[src/pkg/spirp_pkg.sv]
/*
  constants of the serial register-access port: local register map,
  field positions, reset values, frame layout and fsm encoding.
  assumes a single core clock; every pin is asynchronous to it.
*/
// Summary of operation
// master holds select low for whole access
// serial clock always comes from the master
// master sends all bits on data input
// device returns read data on data output
// phase strap picks leading or trailing edge
// polarity strap sets serial clock idle level
// interrupt pin active level is configurable
// interrupt pin push-pull or open drain
// interrupt pin usable as software output
// data output floats while select is high
package spirp_pkg;

  // local register offsets on the plain register port
  localparam logic [7:0] SPIRP_CFG_OFF   = 8'h00;
  localparam logic [7:0] SPIRP_STAT_OFF  = 8'h01;
  localparam logic [7:0] SPIRP_MASK_OFF  = 8'h02;
  localparam logic [7:0] SPIRP_PINS_OFF  = 8'h03;

  // interrupt_pin_config_register fields
  localparam int         SPIRP_CFG_POL_BIT = 0;  // 1 = asserted high
  localparam int         SPIRP_CFG_OD_BIT  = 1;  // 1 = open drain
  localparam int         SPIRP_CFG_GPO_BIT = 2;  // 1 = general output
  localparam int         SPIRP_CFG_VAL_BIT = 3;  // general output value
  localparam logic [7:0] SPIRP_CFG_RST     = 8'h01;

  // status / mask fields
  localparam int         SPIRP_ST_FRAME_BIT = 0; // frame completed
  localparam int         SPIRP_ST_ABORT_BIT = 1; // select lost mid frame
  localparam int         SPIRP_ST_WR_BIT    = 2; // write issued
  localparam logic [7:0] SPIRP_STAT_RST     = 8'h00;
  localparam logic [7:0] SPIRP_MASK_RST     = 8'h00;

  // frame layout: command byte (read flag, 7-bit address), data byte
  localparam int         SPIRP_CMD_RD_BIT  = 7;
  localparam logic [4:0] SPIRP_CMD_BITS    = 5'h08;
  localparam logic [4:0] SPIRP_FRAME_BITS  = 5'h10;

  // synchroniser order {cs_n, sclk, sdi, cpha, cpol} and reset image
  localparam int         SPIRP_NSYNC      = 5;
  localparam logic [4:0] SPIRP_SYNC_RST   = 5'h10;
  localparam int         SPIRP_I_CSN      = 4;
  localparam int         SPIRP_I_SCLK     = 3;
  localparam int         SPIRP_I_SDI      = 2;
  localparam int         SPIRP_I_CPHA     = 1;
  localparam int         SPIRP_I_CPOL     = 0;

  // frame states, gray along idle -> cmd -> data -> done
  typedef enum logic [1:0]
  {
    SPIRP_IDLE = 2'b00,
    SPIRP_CMD  = 2'b01,
    SPIRP_DATA = 2'b11,
    SPIRP_DONE = 2'b10
  } spirp_state_t;

endpackage

[src/design/spirp_spi_port.sv]
/*
  serial register-access port: oversamples the master's select, clock
  and data pins, decodes 16-bit frames into internal register accesses,
  returns read data, and drives the configurable interrupt pin.
  assumes core_clk is at least 8x the serial clock; pins are async.
*/
// Design decisions made here: the address map and the strobed register port.
`timescale 1ns/1ns
module spirp_spi_port
  import spirp_pkg::*;
(
  input  wire logic        core_clk,
  input  wire logic        nrst,
  input  wire logic        cs_n_pin,
  input  wire logic        sclk_pin,
  input  wire logic        sdi_pin,
  input  wire logic        cpha_pin,
  input  wire logic        cpol_pin,
  output logic             sdo_out,
  output logic             sdo_oe,
  output logic             irq_pin_out,
  output logic             irq_pin_oe,
  output logic             irq,
  input  wire logic [7:0]  reg_addr,
  input  wire logic [7:0]  reg_wdata,
  input  wire logic        reg_wr,
  input  wire logic        reg_rd,
  output logic      [7:0]  reg_rdata,
  output logic      [6:0]  acc_addr,
  output logic      [7:0]  acc_wdata,
  output logic             acc_wr,
  output logic             acc_rd,
  input  wire logic [7:0]  acc_rdata
);

  // local address match, used by both read and write decode
  function automatic logic spirp_hit(input logic [7:0] a,
                                     input logic [7:0] off);
    spirp_hit = (a == off);
  endfunction

  logic [SPIRP_NSYNC-1:0] sync1_reg;      // first stage, feeds only stage 2
  logic [SPIRP_NSYNC-1:0] sync2_reg;      // safe copies of the pins
  logic                   sclk_d_reg;     // previous safe serial clock
  logic                   mode_cpol_reg;  // strap frozen during a frame
  logic                   mode_cpha_reg;
  spirp_state_t           state_reg;
  logic [4:0]             cnt_reg;        // sampled bits in this frame
  logic [7:0]             rx_reg;         // incoming shift register
  logic [7:0]             cmd_reg;        // captured command byte
  logic [7:0]             tx_reg;         // outgoing shift register
  logic                   rd_wait_reg;    // read data due this cycle
  logic [7:0]             cfg_reg;
  logic [7:0]             stat_reg;
  logic [7:0]             mask_reg;
  logic                   sdo_reg;
  logic                   sdo_oe_reg;
  logic                   irq_pin_out_reg;
  logic                   irq_pin_oe_reg;
  logic                   irq_reg;
  logic [7:0]             rdata_reg;
  logic [6:0]             acc_addr_reg;
  logic [7:0]             acc_wdata_reg;
  logic                   acc_wr_reg;
  logic                   acc_rd_reg;

  // two-flop synchronisers, one per pin
  genvar gi;
  generate
    for (gi = 0; gi < SPIRP_NSYNC; gi++)
    begin : g_sync
      wire pin_w = (gi == SPIRP_I_CSN)  ? cs_n_pin :
                   (gi == SPIRP_I_SCLK) ? sclk_pin :
                   (gi == SPIRP_I_SDI)  ? sdi_pin  :
                   (gi == SPIRP_I_CPHA) ? cpha_pin : cpol_pin;
      always_ff @(posedge core_clk or negedge nrst)
      begin
        if (!nrst)
        begin
          sync1_reg[gi] <= SPIRP_SYNC_RST[gi];
          sync2_reg[gi] <= SPIRP_SYNC_RST[gi];
        end
        else
        begin
          sync1_reg[gi] <= pin_w;
          sync2_reg[gi] <= sync1_reg[gi];
        end
      end
    end
  endgenerate

  // safe pin views
  wire cs_act   = ~sync2_reg[SPIRP_I_CSN];
  wire sclk_s   = sync2_reg[SPIRP_I_SCLK];
  wire sdi_s    = sync2_reg[SPIRP_I_SDI];
  wire in_frame = cs_act && (state_reg != SPIRP_IDLE);

  // idle level tells leading from trailing
  wire sclk_edge  = sclk_s ^ sclk_d_reg;
  wire lead_edge  = sclk_edge && (sclk_d_reg == mode_cpol_reg);
  wire trail_edge = sclk_edge && (sclk_d_reg != mode_cpol_reg);
  // phase strap picks sampling edge
  wire samp_edge  = in_frame && (mode_cpha_reg ? trail_edge : lead_edge);
  wire shift_edge = in_frame && (mode_cpha_reg ? lead_edge : trail_edge);

  // every incoming bit comes from the data input
  wire [7:0] rx_next  = {rx_reg[6:0], sdi_s};
  wire [4:0] cnt_next = cnt_reg + 5'h01;
  wire       cmd_end  = samp_edge && (state_reg == SPIRP_CMD)
                        && (cnt_next == SPIRP_CMD_BITS);
  wire       data_end = samp_edge && (state_reg == SPIRP_DATA)
                        && (cnt_next == SPIRP_FRAME_BITS);
  wire       is_read  = cmd_reg[SPIRP_CMD_RD_BIT];
  wire       frm_abort = (state_reg != SPIRP_IDLE) && !cs_act
                         && (state_reg != SPIRP_DONE)
                         && (cnt_reg != 5'h00);

  // register port decode
  wire wr_cfg  = reg_wr && spirp_hit(reg_addr, SPIRP_CFG_OFF);
  wire wr_mask = reg_wr && spirp_hit(reg_addr, SPIRP_MASK_OFF);
  wire rd_stat = reg_rd && spirp_hit(reg_addr, SPIRP_STAT_OFF);
  wire [7:0] rd_mux =
    spirp_hit(reg_addr, SPIRP_CFG_OFF)  ? cfg_reg  :
    spirp_hit(reg_addr, SPIRP_STAT_OFF) ? stat_reg :
    spirp_hit(reg_addr, SPIRP_MASK_OFF) ? mask_reg :
    spirp_hit(reg_addr, SPIRP_PINS_OFF) ?
      {4'h0, cs_act, mode_cpha_reg, mode_cpol_reg, in_frame} : 8'h00;

  // events set, a status read clears; a set in the same cycle wins
  wire [7:0] stat_set = {5'h00, data_end && !is_read, frm_abort, data_end};
  wire [7:0] stat_next = (rd_stat ? 8'h00 : stat_reg) | stat_set;
  wire       irq_lvl   = |(stat_next & mask_reg);

  // general output overrides the interrupt source
  wire pin_assert = cfg_reg[SPIRP_CFG_GPO_BIT] ? cfg_reg[SPIRP_CFG_VAL_BIT]
                                               : irq_lvl;
  // polarity chooses the asserted level
  wire pin_level  = cfg_reg[SPIRP_CFG_POL_BIT] ? pin_assert : ~pin_assert;
  // open drain only drives while asserted
  wire pin_oe     = cfg_reg[SPIRP_CFG_OD_BIT] ? pin_assert : 1'b1;

  // strap capture and serial clock history; straps freeze in a frame
  always_ff @(posedge core_clk or negedge nrst)
  begin
    if (!nrst)
    begin
      sclk_d_reg    <= 1'b0;
      mode_cpol_reg <= 1'b0;
      mode_cpha_reg <= 1'b0;
    end
    else
    begin
      sclk_d_reg <= sclk_s;
      if (state_reg == SPIRP_IDLE)
      begin
        mode_cpol_reg <= sync2_reg[SPIRP_I_CPOL];
        mode_cpha_reg <= sync2_reg[SPIRP_I_CPHA];
      end
    end
  end

  // frame sequencer
  always_ff @(posedge core_clk or negedge nrst)
  begin
    if (!nrst)
    begin
      state_reg <= SPIRP_IDLE;
      cnt_reg   <= 5'h00;
      rx_reg    <= 8'h00;
      cmd_reg   <= 8'h00;
    end
    // losing select ends any access at once
    else if (!cs_act)
    begin
      state_reg <= SPIRP_IDLE;
      cnt_reg   <= 5'h00;
    end
    else
    begin
      case (state_reg)
        SPIRP_IDLE: state_reg <= SPIRP_CMD;
        SPIRP_CMD:
        begin
          if (samp_edge)
          begin
            rx_reg  <= rx_next;
            cnt_reg <= cnt_next;
          end
          if (cmd_end)
          begin
            cmd_reg   <= rx_next;
            state_reg <= SPIRP_DATA;
          end
        end
        SPIRP_DATA:
        begin
          if (samp_edge)
          begin
            rx_reg  <= rx_next;
            cnt_reg <= cnt_next;
          end
          if (data_end)
            state_reg <= SPIRP_DONE;
        end
        // extra clocks after a full frame are ignored
        SPIRP_DONE: state_reg <= SPIRP_DONE;
        default:    state_reg <= SPIRP_IDLE;
      endcase
    end
  end

  // internal register accesses, one-cycle strobes
  always_ff @(posedge core_clk or negedge nrst)
  begin
    if (!nrst)
    begin
      acc_addr_reg  <= 7'h00;
      acc_wdata_reg <= 8'h00;
      acc_wr_reg    <= 1'b0;
      acc_rd_reg    <= 1'b0;
      rd_wait_reg   <= 1'b0;
    end
    else
    begin
      acc_rd_reg  <= cmd_end && rx_next[SPIRP_CMD_RD_BIT];
      acc_wr_reg  <= data_end && !is_read;
      rd_wait_reg <= acc_rd_reg;
      if (cmd_end)
        acc_addr_reg <= rx_next[6:0];
      if (data_end)
        acc_wdata_reg <= rx_next;
    end
  end

  // serial data out; read data loads long before the next shift edge
  always_ff @(posedge core_clk or negedge nrst)
  begin
    if (!nrst)
    begin
      tx_reg     <= 8'h00;
      sdo_reg    <= 1'b0;
      sdo_oe_reg <= 1'b0;
    end
    else
    begin
      // drive only while selected
      sdo_oe_reg <= cs_act;
      if (!in_frame)
      begin
        tx_reg  <= 8'h00;
        sdo_reg <= 1'b0;
      end
      // read data leaves on the data output
      else if (rd_wait_reg)
        tx_reg <= acc_rdata;
      else if (shift_edge && (state_reg != SPIRP_DONE))
      begin
        sdo_reg <= tx_reg[7];
        tx_reg  <= {tx_reg[6:0], 1'b0};
      end
    end
  end

  // local registers, interrupt and pin drive
  always_ff @(posedge core_clk or negedge nrst)
  begin
    if (!nrst)
    begin
      cfg_reg         <= SPIRP_CFG_RST;
      mask_reg        <= SPIRP_MASK_RST;
      stat_reg        <= SPIRP_STAT_RST;
      rdata_reg       <= 8'h00;
      irq_reg         <= 1'b0;
      irq_pin_out_reg <= 1'b0;
      irq_pin_oe_reg  <= 1'b0;
    end
    else
    begin
      if (wr_cfg)
        cfg_reg <= reg_wdata;
      if (wr_mask)
        mask_reg <= reg_wdata;
      stat_reg        <= stat_next;
      rdata_reg       <= reg_rd ? rd_mux : 8'h00;
      irq_reg         <= irq_lvl;
      irq_pin_out_reg <= pin_level;
      irq_pin_oe_reg  <= pin_oe;
    end
  end

  assign sdo_out     = sdo_reg;
  assign sdo_oe      = sdo_oe_reg;
  assign irq_pin_out = irq_pin_out_reg;
  assign irq_pin_oe  = irq_pin_oe_reg;
  assign irq         = irq_reg;
  assign reg_rdata   = rdata_reg;
  assign acc_addr    = acc_addr_reg;
  assign acc_wdata   = acc_wdata_reg;
  assign acc_wr      = acc_wr_reg;
  assign acc_rd      = acc_rd_reg;

endmodule

[config.mk]
export PLATFORM = sky130hd
export DESIGN_NAME = spirp_spi_port
export DESIGN_NICKNAME = d
export VERILOG_FILES = /design/src/pkg/spirp_pkg.sv /design/src/design/spirp_spi_port.sv
export SDC_FILE = /design/constraint.sdc
export NUM_CORES = 1
export LEC_CHECK = 0
export ABC_AREA = 0
export BUFFER_PORTS_ARGS = -buffer_cell sky130_fd_sc_hd__buf_2
export CAP_MARGIN = 20
export CORE_UTILIZATION = 45
export DETAILED_ROUTE_END_ITERATION = 7
export PLACE_DENSITY = 0.71
export SLEW_MARGIN = 20
export SYNTH_ARGS = -nofsm -noshare
export SYNTH_HDL_FRONTEND = slang
export SYNTH_SLANG_ARGS = --single-unit
export TNS_END_PERCENT = 10
[constraint.sdc]
create_clock -name core_clk -period 4.85 [get_ports core_clk]
set_input_delay 0.485 -clock core_clk [delete_from_list [all_inputs] [get_ports core_clk]]
set_output_delay 0.485 -clock core_clk [all_outputs]
set_load 0.02 [all_outputs]
# [Word-level counts from Yosys, hierarchy flattened]
# Cells that the tools add are included.
[op_classes] n_mux=24 eq_ne=16 n_bitwise=5 reduce_logical=32 add_sub_neg=1
[ops] cell="$mux 8" n=8
[ops] cell="$logic_and 1x1->1" n=18
[ops] cell="$eq 8x2->1 const B" n=2
[ops] cell="$mux 5" n=3
[ops] cell="$and 8x8->8" n=1
[ops] cell="$eq 8x1->1 const B" n=1
[ops] cell="$logic_not 8->1" n=1
[ops] cell="$mux 1" n=8
[ops] cell="$or 8x3->8" n=1
[ops] cell="$pmux 2 s4" n=1
[ops] cell="$reduce_or 8->1" n=1
[ops] cell="$mux 2" n=3
[ops] cell="$ne 3x3->1 const B" n=2
[ops] cell="$reduce_and 2->1" n=3
[ops] cell="$reduce_and 3->1" n=2
[ops] cell="$reduce_bool 2->1" n=3
[ops] cell="$add 5x1->5 const B" n=1
[ops] cell="$eq 5x4->1 const B" n=1
[ops] cell="$eq 5x5->1 const B" n=1
[ops] cell="$reduce_bool 5->1" n=1
[ops] cell="$eq 2x2->1 const B" n=2
[ops] cell="$mux 4" n=1
[ops] cell="$ne 2x2->1 const B" n=2
[ops] cell="$ne 3x2->1 const B" n=1
[ops] cell="9 further kinds" n=10
[totals] word_cells=110 output_inout_bits=30 ff_bits=98 in_bits=33

# [Logic depth before layout (Yosys ltp)]
[logic_depth] word_depth=13 depth_mapped=9 mapped_depth_nobuf=7

# [Worst setup path after synthesis]
# OpenSTA, ideal clock, no wires.
[synth_timing] path_type="register -> register" from="register mode_cpha_reg" to="register acc_wdata_reg[3], in the netlist acc_wdata[3]" setup_slack_ns=2.515 path_buffers=2 synth_period_minus_slack_ns=2.335 setup_time_ns=0.125 t_arrival_ns=2.210 stages_incl_launch_ff=8 required_time_ns=4.725 cell_sequence="dfrtp_1 > xnor2_1 > mux2i_4 > o21ai_1 > or4_1 > buf_2 > buf_6 > mux2_4"
[synth_between] elab_chain_len=4
[synth_lines] element="start: declaration" line_no="spirp_spi_port.sv:46" source="logic mode_cpha_reg;"
[synth_lines] element="start signal: assignment" line_no="spirp_spi_port.sv:157" source="mode_cpha_reg <= sync2_reg[SPIRP_I_CPHA];"
[synth_lines] element="$mux 1" line_no="spirp_spi_port.sv:103" source="wire samp_edge = in_frame && (mode_cpha_reg ? trail_edge : lead_edge);"
[synth_lines] element="$logic_and 1x1->1" line_no="spirp_spi_port.sv:103"
[synth_lines] element="$logic_and 1x1->1" line_no="spirp_spi_port.sv:111" source="wire data_end = samp_edge && (state_reg == SPIRP_DATA)"
[synth_lines] element="$logic_and 1x1->1" line_no="spirp_spi_port.sv:112" source="&& (cnt_next == SPIRP_FRAME_BITS);"
[synth_lines] element="end signal: assignment" line_no="spirp_spi_port.sv:231" source="acc_wdata_reg <= rx_next;"
[synth_lines] element="end: declaration" line_no="spirp_spi_port.sv:63" source="logic [7:0] acc_wdata_reg;"
# No other way between the ends.
# A chain may end at the register's enable or synchronous reset.

# [Final worst setup path]
[layout_timing] from="register mode_cpha_reg" to="register irq_pin_out_reg, in the netlist irq_pin_out"
[layout_between] elab_chain_len=11
[layout_lines] element="$mux 1 (*)" line_no="spirp_spi_port.sv:103"
[layout_lines] element="$logic_and 1x1->1 (*)" line_no="spirp_spi_port.sv:103"
[layout_lines] element="$logic_and 1x1->1 (*)" line_no="spirp_spi_port.sv:111"
[layout_lines] element="$logic_and 1x1->1 (*)" line_no="spirp_spi_port.sv:112"
[layout_lines] element="$logic_and 1x1->1" line_no="spirp_spi_port.sv:130" source="wire [7:0] stat_set = {5'h00, data_end && !is_read, frm_abort, data_end};"
[layout_lines] element="$or 8x3->8 (*)" line_no="spirp_spi_port.sv:131" source="wire [7:0] stat_next = (rd_stat ? 8'h00 : stat_reg) | stat_set;"
[layout_lines] element="$and 8x8->8 (*)" line_no="spirp_spi_port.sv:132" source="wire irq_lvl = |(stat_next & mask_reg);"
[layout_lines] element="$reduce_or 8->1 (*)" line_no="spirp_spi_port.sv:132"
[layout_lines] element="$mux 1 (*)" line_no="spirp_spi_port.sv:135" source="wire pin_assert = cfg_reg[SPIRP_CFG_GPO_BIT] ? cfg_reg[SPIRP_CFG_VAL_BIT]"
[layout_lines] element="$not 1->1" line_no="spirp_spi_port.sv:138" source="wire pin_level = cfg_reg[SPIRP_CFG_POL_BIT] ? pin_assert : ~pin_assert;"
[layout_lines] element="$mux 1 (*)" line_no="spirp_spi_port.sv:138"
[layout_lines] element="via pin_level" line_no="spirp_spi_port.sv:138"
[layout_lines] element="end signal: assignment" line_no="spirp_spi_port.sv:286" source="irq_pin_out_reg <= pin_level;"
[layout_lines] element="end: declaration" line_no="spirp_spi_port.sv:58" source="logic irq_pin_out_reg;"
# The timed path passes the listed nets; every way through them passes the cells marked *.

==> results.yml <==
status:
  status: "complete, no violations"
critical_path:
  critPathMaxFanout: 14
  r2r_slack_ps: 2080
  cp_num_buf_inv: 0
  slowest_delay_ps: 780
  r2r-start: "mode_cpha_reg"
  cp_top_family: "simple AND/OR/NAND/NOR gates"
  slowest_stage: "or4_1"
  cp-start-kind: "flop"
  crit_chain: "xnor2_1, mux2i_4, o21ai_1, or4_1, o221a_2, xor2_1"
  path_class: "flop to flop"
  critPathRequiredTime_ps: 5090
  reg2regPathDepth: 6
  end_kind: "flop"
  r2r_end: "irq_pin_out"
  cp_num_cells: 6
  worstPathArrival_ps: 3000
synthesis:
  yosysWarnings: 0
  ys_types: 41
  synth.cell_area_mm2: 0.00376
  yosysTopAreaCellShare_pct: 58.6
  async_reset_ff_share_pct: 100
  avgSynthCellArea_um2: 13.3
  syn_nets: 318
  synth_top_area_cell: "dfrtp_1"
  synth-edff-count: 0
  ys_seq_area_share_pct: 60.7
  ys_seq_elements: 91
  syn-instance-count: 282
  synth_area_leaders: "dfrtp_1, mux2_2, mux2i_1"
  ys.flop_type: "dfrtp_1"
timing:
  setup-tns-final_ps: 0
  slew_headroom_pct: 46.2
  finalMaxSlewViolations: 0
  post-route-min-period_ps: 2770
  finalSetupViolations: 0
  finalCritPeriodShare_pct: 57.1
  final.setup_skew_ps: 4.48
  tightest_slew_ps: 804
  fmax_ghz: 0.361
  grt_setup_unrepaired: "no"
  holdWs_ps: 95.5
  hold_violations: 0
place:
  dp_hpwl_mm: 4.73
  place.gp.congestion: 0.784
  io_buffers: 62
floorplanning:
  row_count: 32
  die_area_mm2: 0.00872
  initial_utilization_pct: 47.7
  num_io_pins: 63
  core_mm2: 0.00789
  dieHeight_um: 93.4
  dieWidth_um: 93.4
clock_tree:
  clk_pin_slew_ps: 80
  cts_buffer_depth: 2
  htree_levels: 3
  cts_root_buf: "clkbuf_8"
  cts_hold_buf: 0
  cts_tree: "done"
  post_cts_buffers: 0
  cts_buffers: 9
  cts.sink_count: 91
  cts_resized: 0
  clk_latency_ps: 350
cells_and_area:
  diodes: 0
  drive_gt1_share_pct: 38.3
  finalCoreUtilization_pct: 55.8
  areaGrowthSynthToFinish_pct: 17.1
  mostFrequentLayoutCells: "dfrtp_1, buf_2, mux2_2"
  layout_commonest_cell: "dfrtp_1"
  nets: 381
  nFillCells: 654
worst_hold_path:
  hp-class: "input port to asynchronous set/reset pin"
global_route:
  grt-ovfl-total: 0
  grt_pass1_wl_mm: 11.1
  grt_pass1_vias: 2302
  grt_use_total_pct: 16.9
  grt_start_max_net_pins: 53
  antenna_found_initial: 0
detailed_routing:
  wirelength_mm: 6.75
  drt_iter0_drc: 107
  viasPerCell: 5.15
  vias: 2326
  wl_per_cell_um: 14.9
  remaining_drc_errors: 0
  ant_nets: 0
  dr.pass1.iters: 4
pwr:
  powerDensity_mw_per_mm2: 354
  ir_worst_vdd_mv: 0.179
  leakage_nw: 2.19
  power.total_mw: 1.56
flow_run:
  maxCapViolCount: 0
==> stage by stage <==
step                cell area, um^2  setup WS [ps]  std cells
global route                   4400           1920        452
CTS                            4400           2060        452
finish                         4400           2080        452
global placement               4160           2150        436
detailed placement             4160           2080        436
floorplan                      3760           2510        282
==> per-layer routing <==
metal,track usage [%],part of all wire [%],up-vias
li1,-,-,1106
met1,24.0,48,1153
met2,25.2,45,57
met3,3.25,5.4,10
met4,7.69,1.5,0
met5,0,0,-
==> report_power, final <==
| part | total (mW) | leakage, nW | switching [mW] | internal, mW |
|---|---|---|---|---|
| Combinational | 0.115 | 0.875 | 0.0565 | 0.0590 |
| Sequential | 0.837 | 1.20 | 0.0361 | 0.801 |
| Clock | 0.604 | 0.117 | 0.247 | 0.357 |
| Total | 1.56 | 2.19 | 0.340 | 1.22 |
==> cell families after synthesis <==
kind of cell	count (synthesis)	synth area share, %
flops	91	60.7
simple gates	72	9.62
mux	63	20.3
compound gates	26	4.33
buf+inv	19	2.20
xor+xnor	8	1.86
fa+ha+maj	3	0.998
==> synthesized netlist by cell type (4+ instances only) <==
master    count
a21oi_1       9
and2_1        6
clkbuf_1      7
dfrtp_1      88
inv_1         7
mux2_2       41
mux2_4        4
mux2i_1      13
mux4_2        4
nand2_1      11
nor2_1       29
nor2b_1       6
o21ai_0       5
xor2_1        5
==> area by class of cell <==
class                   instances  area [um^2]  area share [%]
flip-flops and latches         91         2280            51.8
multi-input cells             172         1400            31.7
repair buffers                 64          328            7.45
clock buffers                  12          145            3.30
well taps                     102          128            2.90
clock inverters                 4         97.6            2.22
inverters                       7         26.3           0.597
==> worst max path at each step <==
stage	startpoint	endpoint	slack [ps]
floorplan	mode_cpha_reg	acc_wdata[3]	2510
global placement	mode_cpha_reg	irq_pin_out	2150
detailed placement	mode_cpha_reg	irq_pin_out	2080
CTS	mode_cpha_reg	irq_pin_out	2060
global route	mode_cpha_reg	irq_pin_out	1920
finish	mode_cpha_reg	irq_pin_out	2080
(Power assumes the default switching activity.)
